`src/clk_ctrl_pkg.sv`:
```
package clk_ctrl_pkg;
    // ------------------------------------------------------------
    // Register indices (byte address is four times the index)
    // ------------------------------------------------------------
    localparam logic [7:0] IDX_SELECT     = 8'h00;
    localparam logic [7:0] IDX_PRESCALE   = 8'h01;
    localparam logic [7:0] IDX_FREEZE     = 8'h02;
    localparam logic [7:0] IDX_STATE      = 8'h03;
    localparam logic [7:0] IDX_FAST_CTRL  = 8'h10;
    localparam logic [7:0] IDX_FAST_TRIMA = 8'h11;
    localparam logic [7:0] IDX_FAST_TRIMB = 8'h12;
    localparam logic [7:0] IDX_SLOW_CTRL  = 8'h18;
    localparam logic [7:0] IDX_KEY        = 8'h20;
    localparam logic [7:0] IDX_IRQ_STAT   = 8'h21;
    localparam logic [7:0] IDX_IRQ_MASK   = 8'h22;
    // ------------------------------------------------------------
    // Field positions
    // ------------------------------------------------------------
    localparam int PRESC_ON_BIT   = 0;
    localparam int PRESC_DIV_LSB  = 1;
    localparam int KEEP_ON_BIT    = 1;
    localparam int TRIM_LOCK_BIT  = 7;
    localparam int ST_EXT_BIT     = 7;
    localparam int ST_SLOW_BIT    = 5;
    localparam int ST_FAST_BIT    = 4;
    localparam int ST_SWITCH_BIT  = 0;
    // ------------------------------------------------------------
    // Reset values, codes and counts
    // ------------------------------------------------------------
    localparam logic [1:0] SRC_FAST     = 2'h0;
    localparam logic [1:0] SRC_SLOW     = 2'h1;
    localparam logic [1:0] SRC_RSVD     = 2'h2;
    localparam logic [1:0] SRC_EXT      = 2'h3;
    localparam logic [7:0] PRESC_RESET  = 8'h11;
    localparam logic [7:0] KEY_VALUE    = 8'h5a; // Arbitrary value
    localparam logic [2:0] KEY_WINDOW   = 3'h4;
    localparam logic [2:0] GATE_CYCLES  = 3'h4;
    localparam logic [1:0] EXT_CYCLES   = 2'h2;
    localparam logic [5:0] FREQ_TRIM_0  = 6'h20;
    localparam logic [5:0] FREQ_TRIM_1  = 6'h1f;
    localparam logic [3:0] TEMP_TRIM_0  = 4'h8;
    localparam logic [3:0] TEMP_TRIM_1  = 4'h7;
    localparam logic [1:0] RESP_OKAY    = 2'h0;
    localparam logic [1:0] RESP_SLVERR  = 2'h2;
    // Interrupt status bits
    localparam int EV_SWITCH = 0;
    localparam int EV_FAST   = 1;
    localparam int EV_SLOW   = 2;
    localparam int EV_EXT    = 3;
    typedef enum logic [1:0] {
        WR_IDLE = 2'b00,
        WR_RESP = 2'b01
    } wr_state_e;
endpackage

```
`src/clk_ctrl.sv`:
```
// Local design decision: register access over AXI4-Lite.
`timescale 1ns/1ps
module clk_ctrl
    import clk_ctrl_pkg::*;
(
    // Clock and reset
    input  wire logic        aclk,
    input  wire logic        aresetn,
    // AXI4-Lite slave
    input  wire logic [11:0] s_axi_awaddr,
    input  wire logic        s_axi_awvalid,
    output logic             s_axi_awready,
    input  wire logic [31:0] s_axi_wdata,
    input  wire logic [3:0]  s_axi_wstrb,
    input  wire logic        s_axi_wvalid,
    output logic             s_axi_wready,
    output logic [1:0]       s_axi_bresp,
    output logic             s_axi_bvalid,
    input  wire logic        s_axi_bready,
    input  wire logic [11:0] s_axi_araddr,
    input  wire logic        s_axi_arvalid,
    output logic             s_axi_arready,
    output logic [31:0]      s_axi_rdata,
    output logic [1:0]       s_axi_rresp,
    output logic             s_axi_rvalid,
    input  wire logic        s_axi_rready,
    // Oscillator ticks and requests
    input  wire logic [1:0]  osc_tick,
    input  wire logic [1:0]  osc_analog_ready,
    input  wire logic [1:0]  osc_periph_req,
    input  wire logic        external_clock_input,
    // Fuses
    input  wire logic        fuse_frequency_choice,
    input  wire logic        fuse_trim_freeze,
    // Clock outputs
    output logic             peripheral_clock_signal,
    output logic [1:0]       osc_power,
    output logic [1:0]       osc_gate,
    output logic [5:0]       fast_osc_freq_trim,
    output logic [3:0]       fast_osc_temp_slope_trim,
    // Interrupt
    output logic             irq
);
    // ------------------------------------------------------------
    // Registers and state
    // ------------------------------------------------------------
    logic [1:0] sel_q, cur_q;
    logic [7:0] presc_q;
    logic       freeze_q, pending_q, trim_lock_q;
    logic [1:0] keep_q;
    logic [5:0] ftrim_q;
    logic [3:0] ttrim_q;
    logic [2:0] prot_q;
    logic [3:0] ev_q, mask_q;
    logic [1:0] stable_q, power_q, gate_q;
    logic [2:0] gate_cnt_q [2];
    logic [1:0] ext_cnt_q;
    logic       ext_started_q;
    logic [5:0] div_cnt_q;
    logic       ptick_q, irq_q;
    logic [1:0] stable_d;
    logic       ext_d;

    wr_state_e  wst_q;
    logic       aw_have_q, w_have_q, bvalid_q, rvalid_q;
    logic [7:0] aw_idx_q, wdata_q;
    logic       wlane_q;
    logic [1:0] bresp_q, rresp_q;
    logic [31:0] rdata_q;

    function automatic logic [6:0] ratio(input logic [3:0] code);
        case (code)
            4'h0: ratio = 7'd2;
            4'h1: ratio = 7'd4;
            4'h2: ratio = 7'd8;
            4'h3: ratio = 7'd16;
            4'h4: ratio = 7'd32;
            4'h5: ratio = 7'd64;
            4'h8: ratio = 7'd6;
            4'h9: ratio = 7'd10;
            4'ha: ratio = 7'd12;
            4'hb: ratio = 7'd24;
            4'hc: ratio = 7'd48;
            default: ratio = 7'd0;
        endcase
    endfunction

    function automatic logic mapped(input logic [7:0] idx);
        case (idx)
            IDX_SELECT, IDX_PRESCALE, IDX_FREEZE, IDX_STATE,
            IDX_FAST_CTRL, IDX_FAST_TRIMA, IDX_FAST_TRIMB,
            IDX_SLOW_CTRL, IDX_KEY, IDX_IRQ_STAT, IDX_IRQ_MASK:
                mapped = 1'b1;
            default: mapped = 1'b0;
        endcase
    endfunction

    // ------------------------------------------------------------
    // Write channel
    // ------------------------------------------------------------
    logic wr_fire, prot_ok, trim_free, rd_fire;
    logic [7:0] ar_idx;
    assign wr_fire   = (wst_q == WR_IDLE) && aw_have_q && w_have_q;
    assign prot_ok   = (prot_q != 3'h0) && wlane_q;
    assign trim_free = !trim_lock_q && !(freeze_q && cur_q == SRC_FAST);
    assign ar_idx    = s_axi_araddr[9:2];
    assign rd_fire   = s_axi_arvalid && !rvalid_q;

    always_ff @(posedge aclk) begin
        if (!aresetn) begin
            aw_have_q <= 1'b0;
            w_have_q  <= 1'b0;
            aw_idx_q  <= 8'h00;
            wdata_q   <= 8'h00;
            wlane_q   <= 1'b0;
            wst_q     <= WR_IDLE;
            bvalid_q  <= 1'b0;
            bresp_q   <= RESP_OKAY;
        end else begin
            if (s_axi_awvalid && !aw_have_q) begin
                aw_have_q <= 1'b1;
                aw_idx_q  <= s_axi_awaddr[9:2];
            end
            if (s_axi_wvalid && !w_have_q) begin
                w_have_q <= 1'b1;
                wdata_q  <= s_axi_wdata[7:0];
                wlane_q  <= s_axi_wstrb[0];
            end
            case (wst_q)
                WR_IDLE: if (wr_fire) begin
                    wst_q     <= WR_RESP;
                    bvalid_q  <= 1'b1;
                    bresp_q   <= mapped(aw_idx_q) ? RESP_OKAY : RESP_SLVERR;
                end
                WR_RESP: if (s_axi_bready) begin
                    wst_q     <= WR_IDLE;
                    bvalid_q  <= 1'b0;
                    aw_have_q <= 1'b0;
                    w_have_q  <= 1'b0;
                end
                default: wst_q <= WR_IDLE;
            endcase
        end
    end

    // ------------------------------------------------------------
    // Protection window and control registers
    // ------------------------------------------------------------
    always_ff @(posedge aclk) begin
        if (!aresetn) begin
            prot_q <= 3'h0;
        end else if (wr_fire && wlane_q && aw_idx_q == IDX_KEY) begin
            prot_q <= (wdata_q == KEY_VALUE) ? KEY_WINDOW : 3'h0;
        end else if (wr_fire && prot_q != 3'h0) begin
            prot_q <= prot_q - 3'h1;
        end
    end

    always_ff @(posedge aclk) begin
        if (!aresetn) begin
            sel_q    <= SRC_FAST;
            presc_q  <= PRESC_RESET;
            freeze_q <= 1'b0;
            keep_q   <= 2'b00;
            mask_q   <= 4'h0;
        end else if (wr_fire && wlane_q) begin
            case (aw_idx_q)
                IDX_SELECT:
                    if (prot_ok && !freeze_q && wdata_q[1:0] != SRC_RSVD)
                        sel_q <= wdata_q[1:0];
                IDX_PRESCALE:
                    if (prot_ok && !freeze_q &&
                        ratio(wdata_q[4:PRESC_DIV_LSB]) != 7'd0)
                        presc_q <= {3'h0, wdata_q[4:0]};
                IDX_FREEZE:
                    if (prot_ok && !freeze_q)
                        freeze_q <= wdata_q[0];
                IDX_FAST_CTRL:
                    if (prot_ok) keep_q[0] <= wdata_q[KEEP_ON_BIT];
                IDX_SLOW_CTRL:
                    if (prot_ok) keep_q[1] <= wdata_q[KEEP_ON_BIT];
                IDX_IRQ_MASK:
                    mask_q <= wdata_q[3:0];
                default: ;
            endcase
        end
    end

    always_ff @(posedge aclk) begin
        if (!aresetn) begin
            trim_lock_q <= fuse_trim_freeze;
            ftrim_q <= fuse_frequency_choice ? FREQ_TRIM_1
                                             : FREQ_TRIM_0;
            ttrim_q <= fuse_frequency_choice ? TEMP_TRIM_1
                                             : TEMP_TRIM_0;
        end else if (wr_fire && prot_ok && trim_free) begin
            if (aw_idx_q == IDX_FAST_TRIMA)
                ftrim_q <= wdata_q[5:0];
            if (aw_idx_q == IDX_FAST_TRIMB)
                ttrim_q <= wdata_q[3:0];
        end
    end

    // ------------------------------------------------------------
    // Internal oscillators
    // ------------------------------------------------------------
    logic [1:0] req;
    genvar gi;
    generate
        for (gi = 0; gi < 2; gi++) begin : g_osc
            localparam logic [1:0] SRC = 2'(gi);
            assign req[gi] = sel_q == SRC || cur_q == SRC ||
                             osc_periph_req[gi];
            assign stable_d[gi] = req[gi] && gate_cnt_q[gi] == GATE_CYCLES;
            always_ff @(posedge aclk) begin
                if (!aresetn) begin
                    gate_cnt_q[gi] <= 3'h0;
                    stable_q[gi]   <= 1'b0;
                    power_q[gi]    <= 1'b0;
                    gate_q[gi]     <= 1'b0;
                end else begin
                    power_q[gi] <= req[gi] || keep_q[gi];
                    if (!req[gi])
                        gate_cnt_q[gi] <= 3'h0;
                    else if (osc_tick[gi] && gate_cnt_q[gi] != GATE_CYCLES &&
                             (keep_q[gi] || osc_analog_ready[gi]))
                        gate_cnt_q[gi] <= gate_cnt_q[gi] + 3'h1;
                    stable_q[gi] <= stable_d[gi];
                    gate_q[gi]   <= stable_d[gi];
                end
            end
            a_keep_powers: assert property (@(posedge aclk)
                disable iff (!aresetn) keep_q[gi] |=> power_q[gi])
                else $error("kept-on oscillator not powered");
            a_gate_needs_req: assert property (@(posedge aclk)
                disable iff (!aresetn) !req[gi] |=> !gate_q[gi])
                else $error("gate open without request");
            a_stable_four: assert property (@(posedge aclk)
                disable iff (!aresetn) $rose(stable_q[gi])
                |-> $past(gate_cnt_q[gi]) == GATE_CYCLES)
                else $error("gate opened before four cycles");
            a_stable_req: assert property (@(posedge aclk)
                disable iff (!aresetn) stable_q[gi] |-> $past(req[gi]))
                else $error("stable flag without request");
        end
    endgenerate

    // ------------------------------------------------------------
    // External clock and source switch
    // ------------------------------------------------------------
    logic ext_req, new_ok;
    assign ext_req = sel_q == SRC_EXT || cur_q == SRC_EXT;
    assign ext_d   = ext_req && ext_cnt_q == EXT_CYCLES;
    always_comb begin
        case (sel_q)
            SRC_FAST: new_ok = stable_q[0];
            SRC_SLOW: new_ok = stable_q[1];
            SRC_EXT:  new_ok = ext_started_q;
            default:  new_ok = 1'b0;
        endcase
    end

    always_ff @(posedge aclk) begin
        if (!aresetn) begin
            ext_cnt_q     <= 2'h0;
            ext_started_q <= 1'b0;
            cur_q         <= SRC_FAST;
            pending_q     <= 1'b0;
        end else begin
            if (!ext_req)
                ext_cnt_q <= 2'h0;
            else if (external_clock_input && ext_cnt_q != EXT_CYCLES)
                ext_cnt_q <= ext_cnt_q + 2'h1;
            ext_started_q <= ext_d;
            if (sel_q != cur_q && new_ok) begin
                cur_q     <= sel_q;
                pending_q <= 1'b0;
            end else begin
                pending_q <= sel_q != cur_q;
            end
        end
    end

    a_switch_ends: assert property (@(posedge aclk)
        disable iff (!aresetn)
        sel_q != cur_q && new_ok |=> !pending_q && cur_q == $past(sel_q))
        else $error("switch did not complete");
    a_ext_start: assert property (@(posedge aclk)
        disable iff (!aresetn)
        ext_started_q |-> $past(ext_req))
        else $error("external started without request");

    // ------------------------------------------------------------
    // Prescaler
    // ------------------------------------------------------------
    logic       main_tick, div_end;
    logic [6:0] div_n;
    always_comb begin
        case (cur_q)
            SRC_FAST: main_tick = gate_q[0];
            SRC_SLOW: main_tick = gate_q[1];
            SRC_EXT:  main_tick = external_clock_input;
            default:  main_tick = 1'b0;
        endcase
        main_tick = main_tick && (cur_q == SRC_EXT || osc_tick[cur_q[0]]);
    end
    assign div_n   = ratio(presc_q[4:PRESC_DIV_LSB]);
    assign div_end = {1'b0, div_cnt_q} >= div_n - 7'd1;

    always_ff @(posedge aclk) begin
        if (!aresetn) begin
            div_cnt_q <= 6'h00;
            ptick_q   <= 1'b0;
        end else begin
            ptick_q <= main_tick &&
                       (!presc_q[PRESC_ON_BIT] || div_end);
            if (main_tick)
                div_cnt_q <= div_end ? 6'h00 : div_cnt_q + 6'h01;
        end
    end

    a_undivided: assert property (@(posedge aclk)
        disable iff (!aresetn)
        !presc_q[PRESC_ON_BIT] && main_tick |=> ptick_q)
        else $error("prescaler off but tick lost");
    a_divided_gap: assert property (@(posedge aclk)
        disable iff (!aresetn)
        presc_q[PRESC_ON_BIT] && main_tick && !div_end |=> !ptick_q)
        else $error("divided tick too early");

    // ------------------------------------------------------------
    // Interrupt status, read channel
    // ------------------------------------------------------------
    logic [3:0] ev_set;
    logic       ev_clr;
    assign ev_set = {ext_d & ~ext_started_q, stable_d[1] & ~stable_q[1],
                     stable_d[0] & ~stable_q[0],
                     (sel_q != cur_q) & new_ok};
    assign ev_clr = rd_fire && ar_idx == IDX_IRQ_STAT;

    always_ff @(posedge aclk) begin
        if (!aresetn) begin
            ev_q  <= 4'h0;
            irq_q <= 1'b0;
        end else begin
            ev_q  <= (ev_clr ? 4'h0 : ev_q) | ev_set;
            irq_q <= |(((ev_clr ? 4'h0 : ev_q) | ev_set) & mask_q);
        end
    end

    always_ff @(posedge aclk) begin
        if (!aresetn) begin
            rvalid_q <= 1'b0;
            rdata_q  <= 32'h0000_0000;
            rresp_q  <= RESP_OKAY;
        end else if (rd_fire) begin
            rvalid_q <= 1'b1;
            rresp_q  <= mapped(ar_idx) ? RESP_OKAY : RESP_SLVERR;
            case (ar_idx)
                IDX_SELECT:     rdata_q <= {30'h0, sel_q};
                IDX_PRESCALE:   rdata_q <= {24'h0, presc_q};
                IDX_FREEZE:     rdata_q <= {31'h0, freeze_q};
                IDX_STATE:      rdata_q <= {24'h0, ext_started_q, 1'b0,
                                            stable_q[1], stable_q[0], 3'h0,
                                            pending_q};
                IDX_FAST_CTRL:  rdata_q <= {30'h0, keep_q[0], 1'b0};
                IDX_FAST_TRIMA: rdata_q <= {26'h0, ftrim_q};
                IDX_FAST_TRIMB: rdata_q <= {24'h0, trim_lock_q, 3'h0, ttrim_q};
                IDX_SLOW_CTRL:  rdata_q <= {30'h0, keep_q[1], 1'b0};
                IDX_IRQ_STAT:   rdata_q <= {28'h0, ev_q};
                IDX_IRQ_MASK:   rdata_q <= {28'h0, mask_q};
                default:        rdata_q <= 32'h0000_0000;
            endcase
        end else if (s_axi_rready) begin
            rvalid_q <= 1'b0;
        end
    end

    a_freeze_holds: assert property (@(posedge aclk)
        disable iff (!aresetn)
        freeze_q |=> freeze_q)
        else $error("freeze released without reset");
    a_frozen_presc: assert property (@(posedge aclk)
        disable iff (!aresetn)
        freeze_q && wr_fire |=> $stable(presc_q) && $stable(sel_q))
        else $error("frozen register changed");
    a_fuse_trim: assert property (@(posedge aclk)
        disable iff (!aresetn)
        trim_lock_q |=> $stable(ftrim_q) && $stable(ttrim_q))
        else $error("fuse-locked trim changed");
    a_no_key: assert property (@(posedge aclk)
        disable iff (!aresetn)
        wr_fire && prot_q == 3'h0 |=> $stable(presc_q)
        && $stable(keep_q) && $stable(freeze_q))
        else $error("unprotected write took effect");

    // ------------------------------------------------------------
    // Outputs
    // ------------------------------------------------------------
    assign s_axi_awready = !aw_have_q;
    assign s_axi_wready  = !w_have_q;
    assign s_axi_bvalid  = bvalid_q;
    assign s_axi_bresp   = bresp_q;
    assign s_axi_arready = !rvalid_q;
    assign s_axi_rvalid  = rvalid_q;
    assign s_axi_rdata   = rdata_q;
    assign s_axi_rresp   = rresp_q;
    assign peripheral_clock_signal  = ptick_q;
    assign osc_power                = power_q;
    assign osc_gate                 = gate_q;
    assign fast_osc_freq_trim       = ftrim_q;
    assign fast_osc_temp_slope_trim = ttrim_q;
    assign irq                      = irq_q;
endmodule

```
`config.mk`:
```
export PLATFORM = sky130hd
export DESIGN_NAME = clk_ctrl
export DESIGN_NICKNAME = d
export VERILOG_FILES = /design/src/clk_ctrl_pkg.sv /design/src/clk_ctrl.sv
export SDC_FILE = /design/constraint.sdc
export NUM_CORES = 1
export LEC_CHECK = 0
export BUFFER_PORTS_ARGS = -buffer_cell sky130_fd_sc_hd__buf_2
export CAP_MARGIN = 25
export CORE_ASPECT_RATIO = 1.5
export CORE_MARGIN = 4
export CORE_UTILIZATION = 57
export CTS_BUF_LIST = sky130_fd_sc_hd__clkbuf_16
export DETAILED_ROUTE_END_ITERATION = 10
export GPL_ROUTABILITY_DRIVEN = 0
export PLACE_DENSITY_LB_ADDON = 0.12
export SYNTH_ARGS = -nofsm -noshare
export SYNTH_HDL_FRONTEND = slang
export SYNTH_SLANG_ARGS = --single-unit
```
`constraint.sdc`:
```
create_clock -name aclk -period 4.3 [get_ports aclk]
set_input_delay 0.43 -clock aclk [delete_from_list [all_inputs] [get_ports aclk]]
set_output_delay 0.43 -clock aclk [all_outputs]
set_load 0.02 [all_outputs]
```
==> flow_summary_export.csv <==
group,metric,value,unit
run_status,status,"finished clean",
yosys,ys.flop_type,"dfxtp_1",
setup_path,crit_family,"simple AND/OR/NAND/NOR gates",
clock_network,clockBufferDepth,2,
timing,worstMarginPinSlew,0.9053,ns
power,p_leak,2.368,nW
setup_path,slowest_delay,0.58,ns
setup_path,r2r_slack,1.61,ns
timing,slew_violations,0,
detailed_routing,ant_nets,0,
timing,fin_crit_sh,62.53,%
setup_path,path_max_fanout,16,
floorplan,die_h,122.5,um
clock_network,h-tree-depth,3,
floorplan,placementRows,41,
clock_network,cts_resized,0,
yosys,synth_area_per_cell,8.987,um2
yosys,yosysMostFrequentCell,"dfxtp_1",
yosys,synth_seq_cells,98,
yosys,synth_mux_area_share,6.509,%
timing,setup-violations-final,0,
setup_path,path_cells,"nor4b_1, o31a_1, nand4_1, or3_1, and4_1",
floorplan,io_pins,133,
yosys,synth_seq_area_share,42.82,%
global_routing,grt_pass1_vias,3939,
yosys,synth_enable_flop_cells,17,
yosys,synth-compound-area-share,14.58,%
yosys,yosys.area.top_type_share,32.57,%
detailed_routing,drtIter0Drc,211,
setup_path,cp.depth,5,
yosys,yosysTopAreaCell,"dfxtp_1",
layout,syn_to_final_growth,12.19,%
global_routing,grt_max_degree,31,
timing,setup_tns,0,ns
layout,layout-drive-gt1-share,17.43,%
clock_network,cts_tree,"built",
yosys,yosys.cell_types.count,66,
detailed_routing,wl_per_cell,15.59,um
setup_path,criticalPathCategory,"register to register",
setup_path,crit_arrival,2.92,ns
global_routing,grt-ovfl-total,0,
timing,fmax,371.9,MHz
layout,diodes,0,
yosys,synthArstFlopShare,0,%
timing,rsz0062_at_grt,"false",
clock_network,clk_pin_slew_worst_paths,0.06,ns
setup_path,critPathBufInv,0,
layout,n_fill_cell,712,
yosys,synth.area.top_cells,"dfxtp_1 33%, edfxtp_1 10%, mux2i_1 5.8%, nand2_1 4.8%, nor2_1 4.5%",
global_routing,antenna_found_initial,0,
clock_network,clock_latency,0.34,ns
clock_network,numCtsBuffers,9,
setup_path,slowest_stage,"nand4_1",
floorplan,dieArea,10320,um2
setup_path,required,4.53,ns
layout,finalNonFillerCells,721,
setup_path,rr_worst_depth,5,
min_path,hold_path_class,"primary input to register",
detailed_routing,vias,4059,
min_path,hold_depth,1,
floorplan,core-area,8464,um2
setup_path,start_kind,"register",
layout,final_nets,699,
place,placedCellCount,705,
yosys,yosys.area_share.simple,21.66,%
global_routing,globalRouteTotalUtil,22.25,%
power,powerDensity,373.2,nW/um2
timing,layout_min_cycle_time,2.689,ns
setup_path,cp-end-kind,"register",
yosys,synth_xor_area_share,2.463,%
yosys,ys_warn_count,0,
clock_network,cts_num_sinks,98,
power,finalPower,2.084,mW
place,dpl_worst_slack,1.629,ns
timing,maxSlewHeadroom,39.49,%
timing,skew,0.005851,ns
detailed_routing,viasPerCell,5.630,
floorplan,die_width,84.31,um
place,dp_hpwl,8450,um
yosys,synth_adder_area_share,3.518,%
detailed_routing,drt-total-wl,11240,um
floorplan,initial_core_util,58.82,%
timing,hold_violations,0,
run,maxCapViolCount,0,
power,ir_worst_vdd,0.3493,mV
detailed_routing,drc_errors,0,
yosys,synth_area,4979,um2
timing,fin_ws,1.611,ns
yosys,synth_top_family_by_area,"simple AND/OR/NAND/NOR gates",
place,portBuffers,70,
detailed_routing,drtPass1Iterations,4,
yosys,syn_inst,554,
clock_network,cts_root_buf,"clkbuf_16",
clock_network,hold_buffers,0,
yosys,synth_common_cells,"81 x dfxtp_1, 64 x nand2_1, 60 x nor2_1, 29 x mux2i_1, 28 x buf_4",
clock_network,cts_setup_buffers,0,
global_routing,grt_first_pass_wirelength,18500,um
## layout make-up
type                       count  area [um2]  share of cell area, %
clock buffer                   9       225.2                  4.032
sequential                    98        2132                  38.17
multi-input combinational    403        2527                  45.25
clock inverter                 7       107.6                  1.927
timing repair buffer          72       365.4                  6.541
inverter                      25       93.84                  1.680
tap                          107       133.9                  2.397
## cells in the final DEF (no fill, tap or decap), types with 4 or more instances in the layout
master      n
a211oi_1    6
a21o_1      7
a21oi_1    25
a22o_1      4
a22oi_1     5
buf_2      70
clkbuf_16   9
conb_1     27
dfxtp_1    81
edfxtp_1   17
ha_1       14
inv_1      24
mux2i_1    29
nand2_1    64
nand2b_1    6
nand3_1    17
nand3b_1    4
nand4_1     9
nor2_1     60
nor2b_1    10
nor3_1      7
nor4_1      4
nor4b_1     4
o211ai_1    4
o21a_1      6
o21ai_0    12
or2_2       4
or3_1       5
xnor2_1    10
xor2_1      4
## per-layer routing
| metal | track usage, % | up-vias | routed length (um) |
|---|---|---|---|
| li1 | - | 2014 | - |
| met1 | 26.03 | 1880 | 4734 |
| met2 | 38.78 | 141 | 5507 |
| met3 | 4.164 | 24 | 676 |
| met4 | 11.17 | 0 | 322 |
| met5 | 0 | - | 0 |
## path summary, 6_finish.rpt
kind                                       start             end
worst max register to register       aw_idx_q[0]        div_n[3]
worst max-delay path                 aw_idx_q[0]        div_n[3]
worst min-delay path            fuse_trim_freeze     trim_lock_q
worst min register to register    s_axi_rdata[2]  s_axi_rdata[2]
## flip-flops by register name, indices dropped and copies added, names as in the netlist, 2 cells and up, named ones only
register                  count
aw_idx_q                      8
cur_q                         2
div_cnt_q                     6
div_n                         6
ev_q                          4
ext_cnt_q                     2
fast_osc_freq_trim            6
fast_osc_temp_slope_trim      4
gate_cnt_q                    6
keep_q                        2
mask_q                        4
osc_gate                      2
osc_power                     2
presc_q                       5
prot_q                        3
s_axi_rdata                   7
sel_q                         2
wdata_q                       8
## worst register-to-register path, delay by kind of cell (launching register included)
kind	cells	cell delay, ns
AOI/OAI and AO/OA	1	0.25
and+or+nand+nor	4	1.91
DFF	1	0.43
## per-stage QoR
| step | util (%) | hold slack, ns | cell area, um2 |
|---|---|---|---|
| 6_report | 65.99 | 0.2625 | 5585 |
| 5_1_grt | 65.99 | 0.2699 | 5585 |
| 4_1_cts | 65.99 | 0.2553 | 5585 |
| 3_5_place_dp | 62.05 | 0.4420 | 5253 |
| 3_3_place_gp | 62.05 | 0.4367 | 5253 |
| 2_1_floorplan | - | 0.4251 | 5076 |
## cells by family (layout without fill, tap and decap cells)
group,after synthesis,after routing
and+or+nand+nor,215,215
AOI/OAI and AO/OA,101,101
DFF,98,98
buffers and inverters,79,113
muxes,32,32
adders and majority gates,14,14
xor gates and xnor gates,14,14
other,1,27
## power by group
| group | internal (mW) | switching, mW | total (mW) |
|---|---|---|---|
| registers | 0.967 | 0.0306 | 0.998 |
| logic | 0.0665 | 0.127 | 0.194 |
| clock network | 0.562 | 0.331 | 0.893 |
| total | 1.60 | 0.489 | 2.08 |
No activity file was read; power rests on OpenSTA's default activity.
